<file path="src/hdl/sms_pkg.sv">
// Shared constants and types for the stop sequencer and reset-status block
package sms_pkg;
  // Register byte addresses on APB
  localparam logic [7:0] SMS_ADDR_STATUS = 8'h00;
  localparam logic [7:0] SMS_ADDR_POWER = 8'h04;
  localparam logic [7:0] SMS_ADDR_OPTIONS = 8'h08;
  localparam logic [7:0] SMS_ADDR_DEBUG = 8'h0c;
  localparam logic [7:0] SMS_ADDR_FORCE = 8'h10;
  // reset_source_status bit positions
  localparam int SRS_POWER_ON_BIT = 7;
  localparam int SRS_PIN_BIT = 6;
  localparam int SRS_WATCHDOG_BIT = 5;
  localparam int SRS_ILLEGAL_OP_BIT = 4;
  localparam int SRS_ILLEGAL_ADDR_BIT = 3;
  localparam int SRS_CLOCK_LOSS_BIT = 2;
  localparam int SRS_LOW_VOLTAGE_BIT = 1;
  localparam logic [7:0] SRS_POWER_ON_VALUE = 8'h82;
  // Watchdog service keys
  localparam logic [7:0] WDOG_KEY_FIRST = 8'h55;
  localparam logic [7:0] WDOG_KEY_SECOND = 8'haa;
  // power_mgmt_status_ctrl2 bits
  localparam int PM_LOW_VOLTAGE_EN_BIT = 0;
  localparam int PM_RTC_WAKE_EN_BIT = 1;
  localparam int PM_ACK_BIT = 2;
  localparam int PM_FLAG_BIT = 3;
  localparam logic [7:0] PM_RESET_VALUE = 8'h01;
  // system_options_reg bits
  localparam int OPT_DEEP_SELECT_BIT = 0;
  localparam int OPT_STOP_ALLOW_BIT = 5;
  localparam int OPT_WATCHDOG_EN_BIT = 7;
  localparam logic [7:0] OPT_RESET_VALUE = 8'h00;
  // debug_ctrl_reg bits
  localparam int DBG_ACTIVE_BIT = 6;
  localparam int DBG_ENABLE_BIT = 7;
  localparam logic [7:0] DBG_RESET_VALUE = 8'h00;
  // debug_force_reset_reg bit
  localparam int FORCE_RESET_BIT = 0;
  // Timing
  localparam int CLK_PERIOD_NS = 20;
  localparam int RESET_HOLD_NS = 160;
  localparam int RESET_HOLD_CYCLES = (RESET_HOLD_NS + CLK_PERIOD_NS - 1) / CLK_PERIOD_NS;
  localparam int HOLD_CNT_W = 4;
  localparam int WDOG_TIMEOUT_CYCLES = 4096;

  typedef enum logic [2:0] {
    ST_RUN = 3'b000,
    ST_SHALLOW = 3'b001,
    ST_DEEP = 3'b010,
    ST_RESET = 3'b011,
    ST_BACKGROUND = 3'b100
  } sms_state_type;

  typedef enum logic [1:0] {
    CMD_OTHER = 2'b00,
    CMD_MEM_STATUS = 2'b01,
    CMD_ENTRY = 2'b10,
    CMD_GO = 2'b11
  } sms_cmd_type;
endpackage

</file>
<file path="src/hdl/sms_top.sv">
// Stop-mode sequencer, reset-source status and watchdog service over APB
// What this block does
// - Debug enabled at stop keeps clocks, regulator
// - Memory commands in stop report error only
// - Entry command in stop wakes into background
// - Background mode accepts every debug command
// - Deep stop powers down, latches pins
// - Reset or enabled timer wakes deep stop
// - Legacy active-low wake pin, output disables
// - Timer or wake-pin deep wake restarts like power-on
// - Deep wake forces low-voltage reset on
// - Powerdown flag, pin latch until ack
// - Read-only cause flags; forced reset clears
// - Bad watchdog address write forces reset when watchdog enabled
// - Key pair restarts watchdog, status kept
// - Flags follow sources active at entry
// - Power-on sets bits seven and one
// - Bit six marks reset pin
// - Bit five marks enabled watchdog timeout
// - Bit four marks illegal opcodes
// - Bit three marks illegal address
//
// Implementation choices: the placing of the registers and the APB interface to the registers.
`timescale 1ns/1ns
module sms_top
  import sms_pkg::*;
#(
  parameter int PIN_W = 8,
  parameter int WDOG_TIMEOUT = WDOG_TIMEOUT_CYCLES,
  parameter bit LEGACY_WAKE = 1'b1
) (
  input wire logic pclk,
  input wire logic presetn,
  input wire logic psel,
  input wire logic penable,
  input wire logic pwrite,
  input wire logic [7:0] paddr,
  input wire logic [31:0] pwdata,
  output logic [31:0] prdata,
  output logic pready,
  output logic pslverr,
  input wire logic stop_exec,
  input wire logic halt_exec,
  input wire logic illegal_opcode,
  input wire logic illegal_address,
  input wire logic clock_loss,
  input wire logic reset_pin_n,
  input wire logic low_voltage,
  input wire logic rtc_wake,
  input wire logic wake_pin_n,
  input wire logic wake_pin_is_output,
  input wire logic dbg_cmd_valid,
  input wire logic [1:0] dbg_cmd_code,
  output logic dbg_cmd_ack,
  output logic dbg_cmd_error,
  output logic dbg_mem_access,
  input wire logic [PIN_W-1:0] pin_ctrl_in,
  output logic [PIN_W-1:0] pin_ctrl_out,
  output logic pins_latched,
  output logic core_power_off,
  output logic debug_clk_on,
  output logic regulator_full,
  output logic sys_reset,
  output logic fetch_vector,
  output logic background_active
);
  if (RESET_HOLD_CYCLES < 1 || RESET_HOLD_CYCLES >= (1 << HOLD_CNT_W)) begin : g_bad_hold
    $error("sms_top: reset hold count does not fit its counter");
  end

  typedef struct packed {
    sms_state_type state;
    logic [7:0] status;
    logic wdog_en;
    logic stop_allow;
    logic deep_sel;
    logic lv_en;
    logic rtc_en;
    logic bg_en;
    logic ppd_flag;
    logic pins_latched;
    logic key_armed;
    logic [HOLD_CNT_W-1:0] hold_cnt;
    logic [31:0] prdata;
    logic pready;
    logic pslverr;
    logic dbg_ack;
    logic dbg_err;
    logic dbg_mem;
    logic core_off;
    logic dbg_clk;
    logic reg_full;
    logic sys_reset;
    logic fetch;
    logic bg_active;
  } sms_main_type;

  localparam sms_main_type MAIN_RESET = '{
    state: ST_RESET,
    status: SRS_POWER_ON_VALUE,
    wdog_en: OPT_RESET_VALUE[OPT_WATCHDOG_EN_BIT],
    stop_allow: OPT_RESET_VALUE[OPT_STOP_ALLOW_BIT],
    deep_sel: OPT_RESET_VALUE[OPT_DEEP_SELECT_BIT],
    lv_en: PM_RESET_VALUE[PM_LOW_VOLTAGE_EN_BIT],
    rtc_en: PM_RESET_VALUE[PM_RTC_WAKE_EN_BIT],
    bg_en: DBG_RESET_VALUE[DBG_ENABLE_BIT],
    dbg_clk: 1'b1,
    reg_full: 1'b1,
    sys_reset: 1'b1,
    default: '0
  };

  sms_main_type r_reg;
  sms_main_type r_next;
  logic wdog_expired;
  logic wdog_restart;

  always_comb begin
    logic setup;
    logic access;
    logic wr;
    logic [7:0] wbyte;
    logic [7:0] cause;
    logic enter_reset;
    logic deep_wake;
    logic [7:0] rdata;
    logic unmapped;
    setup = psel && !penable && !r_reg.pready;
    access = psel && penable && r_reg.pready;
    wr = access && pwrite;
    wbyte = pwdata[7:0];
    cause = 8'h00;
    enter_reset = 1'b0;
    deep_wake = 1'b0;
    rdata = 8'h00;
    unmapped = 1'b0;
    wdog_restart = 1'b0;
    r_next = r_reg;
    r_next.pready = setup;
    r_next.dbg_ack = 1'b0;
    r_next.dbg_err = 1'b0;
    r_next.dbg_mem = 1'b0;
    r_next.fetch = 1'b0;

    // Register writes; read-only fields ignore them
    if (wr) begin
      if (paddr == SMS_ADDR_STATUS) begin
        if (wbyte == WDOG_KEY_FIRST) begin
          r_next.key_armed = 1'b1;
        end else if (wbyte == WDOG_KEY_SECOND) begin
          wdog_restart = r_reg.key_armed;
          r_next.key_armed = 1'b0;
        end else begin
          r_next.key_armed = 1'b0;
          if (r_reg.wdog_en) begin
            cause[SRS_WATCHDOG_BIT] = 1'b1;
            enter_reset = 1'b1;
          end
        end
      end else if (paddr == SMS_ADDR_POWER) begin
        r_next.lv_en = wbyte[PM_LOW_VOLTAGE_EN_BIT];
        r_next.rtc_en = wbyte[PM_RTC_WAKE_EN_BIT];
        if (wbyte[PM_ACK_BIT]) begin
          r_next.ppd_flag = 1'b0;
          r_next.pins_latched = 1'b0;
        end
      end else if (paddr == SMS_ADDR_OPTIONS) begin
        r_next.wdog_en = wbyte[OPT_WATCHDOG_EN_BIT];
        r_next.stop_allow = wbyte[OPT_STOP_ALLOW_BIT];
        r_next.deep_sel = wbyte[OPT_DEEP_SELECT_BIT];
      end else if (paddr == SMS_ADDR_DEBUG) begin
        r_next.bg_en = wbyte[DBG_ENABLE_BIT];
      end else if (paddr == SMS_ADDR_FORCE) begin
        if (wbyte[FORCE_RESET_BIT]) begin
          enter_reset = 1'b1;
        end
      end
    end

    // Reset sources while the core runs, is in background or is shallow-stopped
    if (r_reg.state != ST_DEEP && r_reg.state != ST_RESET) begin
      cause[SRS_PIN_BIT] = !reset_pin_n;
      cause[SRS_WATCHDOG_BIT] = cause[SRS_WATCHDOG_BIT] || (wdog_expired && r_reg.wdog_en);
      cause[SRS_ILLEGAL_OP_BIT] = illegal_opcode || (stop_exec && !r_reg.stop_allow)
        || (halt_exec && !r_reg.bg_en);
      cause[SRS_ILLEGAL_ADDR_BIT] = illegal_address;
      cause[SRS_CLOCK_LOSS_BIT] = clock_loss;
      cause[SRS_LOW_VOLTAGE_BIT] = low_voltage && r_reg.lv_en;
      enter_reset = enter_reset || (cause != 8'h00);
    end

    // Debug link; dead while powered down or held in reset
    if (dbg_cmd_valid && (r_reg.state == ST_RUN || r_reg.state == ST_BACKGROUND)) begin
      r_next.dbg_ack = 1'b1;
      r_next.dbg_mem = (dbg_cmd_code == CMD_MEM_STATUS);
      r_next.dbg_err = (dbg_cmd_code == CMD_ENTRY) && !r_reg.bg_en && (r_reg.state == ST_RUN);
    end else if (dbg_cmd_valid && r_reg.state == ST_SHALLOW && r_reg.bg_en) begin
      r_next.dbg_ack = 1'b1;
      r_next.dbg_err = !(dbg_cmd_code == CMD_ENTRY && r_reg.bg_en);
    end

    case (r_reg.state)
      ST_RUN: begin
        if (dbg_cmd_valid && dbg_cmd_code == CMD_ENTRY && r_reg.bg_en) begin
          r_next.state = ST_BACKGROUND;
        end else if (halt_exec && r_reg.bg_en) begin
          r_next.state = ST_BACKGROUND;
        end else if (stop_exec && r_reg.stop_allow) begin
          // Debug enabled forbids deep stop so the link stays alive
          if (r_reg.deep_sel && !r_reg.bg_en) begin
            r_next.state = ST_DEEP;
            r_next.pins_latched = 1'b1;
          end else begin
            r_next.state = ST_SHALLOW;
          end
        end
      end
      ST_SHALLOW: begin
        if (dbg_cmd_valid && dbg_cmd_code == CMD_ENTRY && r_reg.bg_en) begin
          r_next.state = ST_BACKGROUND;
        end else if (rtc_wake) begin
          r_next.state = ST_RUN;
        end
      end
      ST_BACKGROUND: begin
        if (dbg_cmd_valid && dbg_cmd_code == CMD_GO) begin
          r_next.state = ST_RUN;
        end
      end
      ST_DEEP: begin
        if (!reset_pin_n) begin
          deep_wake = 1'b1;
          cause[SRS_PIN_BIT] = 1'b1;
        end else if (rtc_wake && r_reg.rtc_en) begin
          deep_wake = 1'b1;
          cause = SRS_POWER_ON_VALUE;
        end else if (LEGACY_WAKE && !wake_pin_is_output && !wake_pin_n) begin
          deep_wake = 1'b1;
          cause = SRS_POWER_ON_VALUE;
        end
      end
      ST_RESET: begin
        if (r_reg.hold_cnt != HOLD_CNT_W'(RESET_HOLD_CYCLES - 1)) begin
          r_next.hold_cnt = r_reg.hold_cnt + HOLD_CNT_W'(1);
        end else if (reset_pin_n && !(low_voltage && r_reg.lv_en)) begin
          r_next.state = ST_RUN;
          r_next.fetch = 1'b1;
        end
      end
      default: begin
        r_next.state = ST_RESET;
      end
    endcase

    if (enter_reset || deep_wake) begin
      r_next.status = cause;
      r_next.state = ST_RESET;
      r_next.hold_cnt = '0;
      r_next.wdog_en = MAIN_RESET.wdog_en;
      r_next.stop_allow = MAIN_RESET.stop_allow;
      r_next.deep_sel = MAIN_RESET.deep_sel;
      r_next.lv_en = MAIN_RESET.lv_en;
      r_next.rtc_en = MAIN_RESET.rtc_en;
      r_next.bg_en = MAIN_RESET.bg_en;
      r_next.key_armed = 1'b0;
    end
    if (deep_wake) begin
      r_next.lv_en = 1'b1;
      r_next.ppd_flag = 1'b1;
    end
    r_next.status[0] = 1'b0;

    // Read data is captured in the setup cycle and shown in the access cycle
    if (paddr == SMS_ADDR_STATUS) begin
      rdata = r_reg.status;
    end else if (paddr == SMS_ADDR_POWER) begin
      rdata[PM_LOW_VOLTAGE_EN_BIT] = r_reg.lv_en;
      rdata[PM_RTC_WAKE_EN_BIT] = r_reg.rtc_en;
      rdata[PM_FLAG_BIT] = r_reg.ppd_flag;
    end else if (paddr == SMS_ADDR_OPTIONS) begin
      rdata[OPT_WATCHDOG_EN_BIT] = r_reg.wdog_en;
      rdata[OPT_STOP_ALLOW_BIT] = r_reg.stop_allow;
      rdata[OPT_DEEP_SELECT_BIT] = r_reg.deep_sel;
    end else if (paddr == SMS_ADDR_DEBUG) begin
      rdata[DBG_ENABLE_BIT] = r_reg.bg_en;
      rdata[DBG_ACTIVE_BIT] = r_reg.bg_active;
    end else if (paddr == SMS_ADDR_FORCE) begin
      rdata = 8'h00;
    end else begin
      unmapped = 1'b1;
    end
    if (setup) begin
      r_next.prdata = pwrite ? 32'h0000_0000 : {24'h00_0000, rdata};
      r_next.pslverr = unmapped;
    end else if (!access) begin
      r_next.pslverr = 1'b0;
    end

    // Status outputs follow the next state so they leave from flip-flops
    r_next.core_off = (r_next.state == ST_DEEP);
    r_next.dbg_clk = (r_next.state != ST_DEEP)
      && !(r_next.state == ST_SHALLOW && !r_next.bg_en);
    r_next.reg_full = r_next.dbg_clk;
    r_next.sys_reset = (r_next.state == ST_RESET) || (r_next.state == ST_DEEP);
    r_next.bg_active = (r_next.state == ST_BACKGROUND);
  end

  always_ff @(posedge pclk or negedge presetn) begin
    if (!presetn) begin
      r_reg <= MAIN_RESET;
    end else begin
      r_reg <= r_next;
    end
  end

  // Watchdog is cleared outside run mode and restarted while reset is held
  sms_watchdog #(
    .TIMEOUT(WDOG_TIMEOUT)
  ) u_watchdog (
    .pclk(pclk),
    .presetn(presetn),
    .enable(r_reg.wdog_en && (r_reg.state == ST_RUN)),
    .restart(wdog_restart || r_reg.sys_reset),
    .expired(wdog_expired)
  );

  // pin latch held from next state
  sms_pin_latch #(
    .WIDTH(PIN_W)
  ) u_pin_latch (
    .pclk(pclk),
    .presetn(presetn),
    .hold(r_next.pins_latched),
    .ctrl_in(pin_ctrl_in),
    .ctrl_out(pin_ctrl_out)
  );

  assign prdata = r_reg.prdata;
  assign pready = r_reg.pready;
  assign pslverr = r_reg.pslverr;
  assign dbg_cmd_ack = r_reg.dbg_ack;
  assign dbg_cmd_error = r_reg.dbg_err;
  assign dbg_mem_access = r_reg.dbg_mem;
  assign pins_latched = r_reg.pins_latched;
  assign core_power_off = r_reg.core_off;
  assign debug_clk_on = r_reg.dbg_clk;
  assign regulator_full = r_reg.reg_full;
  assign sys_reset = r_reg.sys_reset;
  assign fetch_vector = r_reg.fetch;
  assign background_active = r_reg.bg_active;
endmodule

</file>
<file path="src/hdl/sms_watchdog.sv">
// Watchdog timeout counter with restart
`timescale 1ns/1ns
module sms_watchdog
  import sms_pkg::*;
#(
  parameter int TIMEOUT = WDOG_TIMEOUT_CYCLES
) (
  input wire logic pclk,
  input wire logic presetn,
  input wire logic enable,
  input wire logic restart,
  output logic expired
);
  if (TIMEOUT < 2) begin : g_bad_timeout
    $error("sms_watchdog: TIMEOUT must be at least 2");
  end

  localparam int CW = $clog2(TIMEOUT + 1);

  typedef struct packed {
    logic [CW-1:0] count;
    logic expired;
  } sms_wdog_type;

  sms_wdog_type r_reg;
  sms_wdog_type r_next;

  always_comb begin
    r_next = r_reg;
    r_next.expired = 1'b0;
    if (restart || !enable) begin
      r_next.count = '0;
    end else if (r_reg.count == CW'(TIMEOUT - 1)) begin
      r_next.count = '0;
      r_next.expired = 1'b1;
    end else begin
      r_next.count = r_reg.count + CW'(1);
    end
  end

  always_ff @(posedge pclk or negedge presetn) begin
    if (!presetn) begin
      r_reg <= '0;
    end else begin
      r_reg <= r_next;
    end
  end

  assign expired = r_reg.expired;
endmodule

</file>
<file path="src/hdl/sms_pin_latch.sv">
// Holds the I/O pin control word while powered down
`timescale 1ns/1ns
module sms_pin_latch #(
  parameter int WIDTH = 8
) (
  input wire logic pclk,
  input wire logic presetn,
  input wire logic hold,
  input wire logic [WIDTH-1:0] ctrl_in,
  output logic [WIDTH-1:0] ctrl_out
);
  if (WIDTH < 1) begin : g_bad_width
    $error("sms_pin_latch: WIDTH must be at least 1");
  end

  typedef struct packed {
    logic [WIDTH-1:0] ctrl;
  } sms_latch_type;

  sms_latch_type r_reg;
  sms_latch_type r_next;

  always_comb begin
    r_next = r_reg;
    if (!hold) begin
      r_next.ctrl = ctrl_in;
    end
  end

  always_ff @(posedge pclk or negedge presetn) begin
    if (!presetn) begin
      r_reg <= '0;
    end else begin
      r_reg <= r_next;
    end
  end

  assign ctrl_out = r_reg.ctrl;
endmodule

</file>
<file path="config.mk">
export PLATFORM = sky130hd
export DESIGN_NAME = sms_top
export DESIGN_NICKNAME = d
export VERILOG_FILES = /design/src/hdl/sms_pkg.sv /design/src/hdl/sms_top.sv /design/src/hdl/sms_watchdog.sv /design/src/hdl/sms_pin_latch.sv
export SDC_FILE = /design/constraint.sdc
export NUM_CORES = 1
export LEC_CHECK = 0
export ABC_AREA = 0
export BUFFER_PORTS_ARGS = -buffer_cell sky130_fd_sc_hd__buf_2
export CAP_MARGIN = 20
export CORE_ASPECT_RATIO = 0.9
export CORE_UTILIZATION = 45
export DETAILED_ROUTE_END_ITERATION = 10
export PLACE_DENSITY_LB_ADDON = 0.2
export SLEW_MARGIN = 25
export SYNTH_ARGS = -nofsm -noshare
export SYNTH_HDL_FRONTEND = slang
export SYNTH_SLANG_ARGS = --single-unit
</file>
<file path="constraint.sdc">
create_clock -name pclk -period 1.9 [get_ports pclk]
set_input_delay 0.095 -clock pclk [delete_from_list [all_inputs] [get_ports pclk]]
set_output_delay 0.095 -clock pclk [all_outputs]
set_load 0.01 [all_outputs]
</file>
======== After elaboration in Yosys (flattened, before gate mapping) ========
Index checks and enable logic that the tools add are counted.
operators by class
  add/sub/neg operators ................... 2
  equality and inequality tests ........... 27
  multiplexer cells ....................... 88
  reduce and logical (&&, ||, !) cells .... 69
operators with widths
  kind                                                                      count
  1-bit 2-to-1 mux                                                          53
  8-bit 2-to-1 mux                                                          6
  3-bit 2-to-1 mux                                                          10
  1-bit logical AND                                                         28
  13-bit 2-to-1 mux                                                         2
  2-bit nonzero test                                                        9
  17-bit 2-to-1 mux                                                         1
  8-bit by 4-bit == test with 1-bit output (second input constant)          2
  2-bit 2-to-1 mux                                                          8
  3-bit case mux with 5 select lines                                        1
  13-bit by 1-bit adder with 13-bit output (second input constant)          1
  13-bit by 12-bit == test with 1-bit output (second input constant)        1
  3-bit by 2-bit == test with 1-bit output (second input constant)          4
  1-bit zero test                                                           12
  4-bit 2-to-1 mux                                                          3
  6-bit 2-to-1 mux                                                          2
  1-bit logical OR                                                          9
  9-bit 2-to-1 mux                                                          1
  3-bit by 2-bit inequality test with 1-bit output (second input constant)  3
  8-bit by 3-bit == test with 1-bit output (second input constant)          1
  8-bit by 5-bit == test with 1-bit output (second input constant)          1
  8-bit by 7-bit == test with 1-bit output (second input constant)          1
  8-bit == test (second input constant)                                     1
  8-bit zero test                                                           1
  other kinds (15)                                                          25
word-level totals
  bits in registers ....................... 87
  bits of input ports ..................... 66
  output and inout port bits .............. 52
  word-level logic and storage cells ...... 212

======== Longest topological paths before layout ========
Gate-level depths: netlist of run 1.
  word-level depth ........................ 16
  depth in mapped cells ................... 7
  mapped depth without buffers ............ 6

======== Hierarchy ========
From an unflattened synthesis of run 1, not the netlist that was laid out.
second synthesis, totals
  cell total of the unflattened synthesis .. 323
  area total of the unflattened synthesis .. 3402.0 sq um
by module, submodules not included
  module         instances  cells each  area an instance (sq um)  seq. area each (sq um)
  sms_top        1          242         2397.3                    1034.7
  sms_watchdog   1          64          673.1                     350.3
  sms_pin_latch  1          17          331.6                     200.2

======== Worst setup path after synthesis of run 1 ========
Ideal clock, no wire load.
  path kind ............................... reg-to-reg
  start ................................... register r_reg[65] in the netlist's numbering
  end ..................................... register r_reg, in the netlist core_power_off
  library setup time ...................... 0.080 ns
  arrival ................................. 1.745 ns
  required time ........................... 1.820 ns
  path slack .............................. 0.074 ns
  cell stages (with the launch flop) ...... 7
  path buffers ............................ 2
  clock period less this slack ............ 1.826 ns
  path through ............................ dfstp_2 -> buf_4 -> nor2b_1 -> a31o_1 -> or3b_4 -> buf_6 -> nor3_2
RTL lines
  item                    RTL line        text
  from (decl)             sms_top.sv:113  sms_main_type r_reg;
  from (signal assigned)  sms_top.sv:312  r_reg <= r_next;

======== Worst setup path in the final report of run 1 ========
  start ................................... input port psel
  end ..................................... register r_reg[62] in the netlist's numbering
between the ends
  word-level cells in the longest chain between the ends .. 9
  elaborated cells between the ends (all ways) .. 10
  classes of those cells .................. 3 x mux; 7 x reduce/logical
ends and longest elaborated chain
  item                                RTL line        text
  from (decl)                         sms_top.sv:34   input wire logic psel,
  1-bit logical AND (*) (2 in a row)  sms_top.sv:129  access = psel && penable && r_reg.pready;
  1-bit logical AND (*)               sms_top.sv:130  wr = access && pwrite;
  1-bit 2-to-1 mux                    sms_top.sv:146  if (wr) begin
  1-bit logical OR                    sms_top.sv:183  cause[SRS_WATCHDOG_BIT] = cause[SRS_WATCHDOG_BIT] || (wdog_expired && r_reg.wdog_en);
  6-bit nonzero test                  sms_top.sv:189  enter_reset = enter_reset || (cause != 8'h00);
  1-bit logical OR                    sms_top.sv:189
  1-bit 2-to-1 mux (*)                sms_top.sv:181  if (r_reg.state != ST_DEEP && r_reg.state != ST_RESET) begin
  1-bit logical OR (*)                sms_top.sv:255  if (enter_reset || deep_wake) begin
Mark *: on every way between the ends. The rest lies on a longest branch, timed or not.
A chain may end at the register's enable or synchronous reset.

==> impl_metrics.ini, run 1 <==
[sta]
holdWs_ns = 0.0185
tns_ns = 0
worst_pin_slew_ns = 0.575
report.final.slew_viol_count = 0
post-route-min-period_ns = 1.87
relSlewSlack = 0.617
hold_viol = 0
fin_crit_sh = 0.982
final-setup-viol-count = 0
max_freq_ghz = 0.536
clock_skew_ns = 0.0100

[logic_synthesis]
yosysMostFrequentCell = dfrtp_1
synthFlopType = dfrtp_1
synthCells = 319
yosys.area.top_type = dfrtp_1
synth_warnings = 0
synth-edff-count = 0
synth.cells.most_frequent = 56 x dfrtp_1, 36 x buf_4, 34 x nor2_1, 25 x nand2_1, 11 x nand3_1
async_flop_share = 1.00
synth.area.top_cells = dfrtp_1 42%, buf_4 8.0%, dfstp_2 5.5%, nor2_1 3.8%, mux2_4 3.6%
ys_ff_latch = 63
synth_top_area_share = 0.416
avgSynthCellArea_sq_um = 10.6
ys_seq_area_frac = 0.471
syn_area_sq_mm = 0.00337
ys_types = 67

[die]
start_util = 0.471
core_area_sq_mm = 0.00715
die_area_sq_mm = 0.00784
ios = 118
rows = 29
die_h_um = 84.1
die_x_um = 93.2

[grt]
overflow = 0
gr-usage-all-layers = 0.208
grtUsageMet3 = 0.0638
met1_usage = 0.288
top_usage_layer = met2
grt_max_degree = 40
grt_pass1_vias = 2534
grt_pass1_wl_mm = 12.5
grtUsageMet2 = 0.320
antenna_found_initial = 0

[setup_path]
start_kind = input pin
end_kind = flop
cp_max_fo = 10
criticalPathCategory = in2reg
required_ns = 2.12
cp.arrival_ns = 2.09

[detailed_routing]
drc = 0
drtAntennaViolNets = 0
wl_per_cell_um = 14.8
wl_mm = 7.66
via_count = 2654
drt_iter0_drc = 126
via_per_inst = 5.13
first_pass_iters = 4

[clocking]
clkSinkCount = 63
max-clock-path-buffers = 2
cts-buffers-inserted = 9
cts-root-buf = clkbuf_8
cts_tree = done
clk_pin_slew_ns = 0.07
cts-htree-levels = 3
worst_skew_pair.late_latency_ns = 0.33

[cells_and_area]
n_antenna_cell = 0
nNetsFinal = 487
drive_gt1_frac = 0.337
design_area_sq_mm = 0.00419
largest_reg_flops = 22
utilization = 0.586
area.growth.synth_to_final_pct = 24.3

[worst_hold_path]
hold_class = in2reg

[place]
place_area_sq_mm = 0.00381
gp_congestion = 0.820
io_buffer_count = 69
dp_hpwl_mm = 5.60

[power]
power_density_mw_per_mm2 = 888
p_total_mw = 3.72
ir_worst_vdd_uv = 339
p_leak_nw = 1.99

[status]
run_status = complete, no violations

[run]
drv_cap = 0
==> per-layer routing <==
layer,part of all wire,wire length (um)
met1,0.46,3510
met2,0.48,3680
met3,0.050,380
met4,0.011,82
met5,0,0
==> placed cells by master, fill, tap and decap left out, drive strengths merged, types with 8 or more instances in the layout <==
| master | n |
|---|---|
| buf | 94 |
| clkbuf | 13 |
| conb | 24 |
| dfrtp | 56 |
| dlygate4sd3 | 14 |
| inv | 10 |
| mux2 | 10 |
| mux2i | 8 |
| nand2 | 25 |
| nand3 | 11 |
| nor2 | 35 |
| o21ai | 8 |
==> stage by stage <==
step | cells | setup slack [ns]
3_5_place_dp | 486 | 0.0813
2_1_floorplan | 342 | 0.0742
6_report | 517 | 0.0336
5_1_grt | 517 | -0.0170
4_1_cts | 516 | 0.0427
3_3_place_gp | 486 | 0.0635
==> worst paths after layout <==
path | from | endpoint | slack [ns] | depth (start not counted)
setup / recovery | psel | r_reg[62] | 0.03 | 8
hold reg to reg | u_watchdog.r_reg[1] | u_watchdog.r_reg[1] | 0.46 | 1
hold / removal | illegal_address | r_reg[59] | 0.02 | 2
min in group asynchronous | presetn | background_active | 0.30 | 2
setup reg to reg | r_reg[66] | u_pin_latch.ctrl_out[4] | 0.09 | 5
max in group asynchronous | presetn | r_reg[64] | 0.93 | 3
==> what timing repair did <==
| item | in CTS | in global routing |
|---|---|---|
| hold buffers | 14 | 0 |
| gates resized for setup | 0 | 5 |
| endpoints found under the setup margin | 0 | 32 |
| buffers inserted | 0 | 0 |
| endpoints found under the hold margin | 34 | 0 |
==> area by class of cell <==
type	instances	area (sq um)
fill	628	2960
sequential	63	1590
multi-input combinational	227	1550
timing repair buffer	108	698
clock buffer	13	159
tap	93	116
clock inverter	3	42.5
inverter	10	37.5
==> power breakdown <==
group	total [mW]	internal [mW]	switching [mW]	leakage [nW]
logic	0.923	0.428	0.495	1.07
registers	1.61	1.51	0.101	0.819
clock network	1.18	0.677	0.505	0.0996
total	3.72	2.62	1.10	1.99
==> kinds of logic (layout without fill, tap and decap cells) <==
logic type	after synthesis	count (layout)	synth area share
compound gates	50	50	0.122
mux	18	18	0.0661
simple gates	120	121	0.197
fa+ha+maj	2	2	0.00743
flops	63	63	0.471
other cells	1	24	0.00111
xor+xnor	12	12	0.0312
buf+inv	53	134	0.105
==> worst max-delay path: stages <==
cell	delay, ns
dlygate4sd3_1	0.52
buf_2	0.11
and4_1	0.29
nand3_1	0.15
a2111oi_4	0.46
nor3b_2	0.09
buf_4	0.19
a21o_1	0.18
Power figures use the tool's default switching activity.
==> inputs of run 2 (changes only) <==
==> constraint.sdc (replaced) <==
create_clock -name pclk -period 1.9 [get_ports pclk]
set_input_delay 0.19 -clock pclk [delete_from_list [all_inputs] [get_ports pclk]]
set_output_delay 0.19 -clock pclk [all_outputs]
set_load 0.01 [all_outputs]
==> run 2 against run 1 <==
  * Highest routed layer unchanged
  * Count of clock-buffer cells in the layout down 3
  * Fmax grew 4.0%
  * Clock power rose by 17%
  * Critical path type is now reg2reg
  * Final area is 2.6% lower
  * Power up 3.5%
  * Clock skew fell by 0.0027 ns
  * Combinational power decreased by 7.6%
  * Via count shrank 1.9%
  * Worst hold slack improved by 0.017 ns
  * Sequential power about the same
  * First-iteration DRC count is 12% lower
==> impl_metrics.ini, run 2 (synthesis gave the netlist of run 1 again) <==
[sta]
fin_crit_sh = 0.945
max_freq_ghz = 0.557
final-setup-viol-count = 0
report.final.slew_viol_count = 0
post-route-min-period_ns = 1.79
clock_skew_ns = 0.00737
hold_viol = 0
tns_ns = 0
rsz0062_at_grt = no

[grt]
grt_max_degree = 35
antenna_found_initial = 0
grt_pass1_wl_mm = 12.0
gr-usage-all-layers = 0.199
grt_pass1_vias = 2489
overflow = 0

[worst_hold_path]
hold_class = in2reg

[detailed_routing]
drc = 0
wl_met2_mm = 3.53
dr_wl_met3_um = 414
highest_layer = met4
first_pass_iters = 4
drtAntennaViolNets = 0
wl_mm = 7.38
via_count = 2603
wl_per_cell_um = 14.7
via_per_inst = 5.17
drt-met1-wl_mm = 3.36
drt_iter0_drc = 111

[die]
die_h_um = 84.1
rows = 29
start_util = 0.471
core_area_sq_mm = 0.00715
die_area_sq_mm = 0.00784
ios = 118
die_x_um = 93.2

[setup_path]
end_kind = flop
start_kind = flop
critPathBufInv = 1
criticalPathCategory = reg2reg
cp.arrival_ns = 2.02
crit_chain = nor4bb_1 > nor2b_2 > a22o_1 > buf_12 > mux2_4
required_ns = 2.12
cp_top_family = simple AND/OR/NAND/NOR gates
crit_slowest_cell = dfstp_2
slowest_delay_ns = 0.42
cp_max_fo = 9

[clocking]
cts-root-buf = clkbuf_8
cts-buffers-inserted = 9
clkSinkCount = 63
cts-htree-levels = 3
worst_skew_pair.late_latency_ns = 0.34
clk_pin_slew_ns = 0.07
post_cts_buffers = 0
max-clock-path-buffers = 2
cts_tree = done

[run]
drv_cap = 0

[power]
p_leak_nw = 1.95
power_density_mw_per_mm2 = 944
p_total_mw = 3.85
ir_worst_vdd_uv = 585

[cells_and_area]
layout_common_cells = 69 x buf_2, 56 x dfrtp_1, 34 x nor2_1
layout_commonest_cell = buf_2
drive_gt1_frac = 0.351
n_antenna_cell = 0
largest_reg_flops = 22
nNetsFinal = 473
area.growth.synth_to_final_pct = 21.0

[status]
run_status = complete, no violations

[place]
io_buffer_count = 69
gp_congestion = 0.877
dp_hpwl_mm = 5.49
run 2: where the power goes:
part	leakage [nW]	switching [mW]	internal (mW)	total [mW]
Combinational	1.01	0.469	0.384	0.853
Sequential	0.819	0.101	1.51	1.61
Clock	0.120	0.514	0.869	1.38
Total	1.95	1.08	2.76	3.85
run 2: final cells by class:
class / count / area [sq um]
fillers: 644 / 3070
flip-flops and latches: 63 / 1590
multi-input cells: 226 / 1530
repair buffers: 95 / 568
clock buffers: 10 / 128
well taps: 93 / 116
clock inverters: 6 / 109
inverters: 10 / 37.5
run 2: metrics by stage:
stage          hold WS [ns]  setup slack (ns)  utilization  cells  cell area [sq um]
3_3_place_gp          0.154            0.0617        0.534    486               3810
4_1_cts              0.0175            0.0439        0.568    503               4060
3_5_place_dp          0.154           0.00386        0.534    486               3810
5_1_grt              0.0225            0.0161        0.570    503               4080
2_1_floorplan        -0.106            0.0742            -    342               3450
6_report             0.0360             0.105        0.570    503               4080
run 2: path summary, 6_finish.rpt:
path	startpoint	endpoint	slack [ns]	cells after the start
max	r_reg[64]	u_pin_latch.ctrl_out[3]	0.11	5
min	dbg_cmd_code[1]	dbg_mem_access	0.04	2
max reg2reg	r_reg[64]	u_pin_latch.ctrl_out[3]	0.11	5
min reg2reg	u_watchdog.r_reg[1]	u_watchdog.r_reg[1]	0.46	1
max in group asynchronous	presetn	r_reg[64]	0.98	3
min in group asynchronous	presetn	prdata[4]	0.32	2
run 2: repair_timing:
action                                 CTS  global route
gates resized for setup                  0             3
hold buffers                             1             0
endpoints found under the hold margin   14             0
setup endpoints to repair                0            20
run 2: metal layers:
metal | global-route usage | up-vias
met3 | 0.0501 | 6
met1 | 0.264 | 1268
met4 | 0.0755 | 0
met2 | 0.314 | 90
li1 | - | 1239
met5 | 0 | -
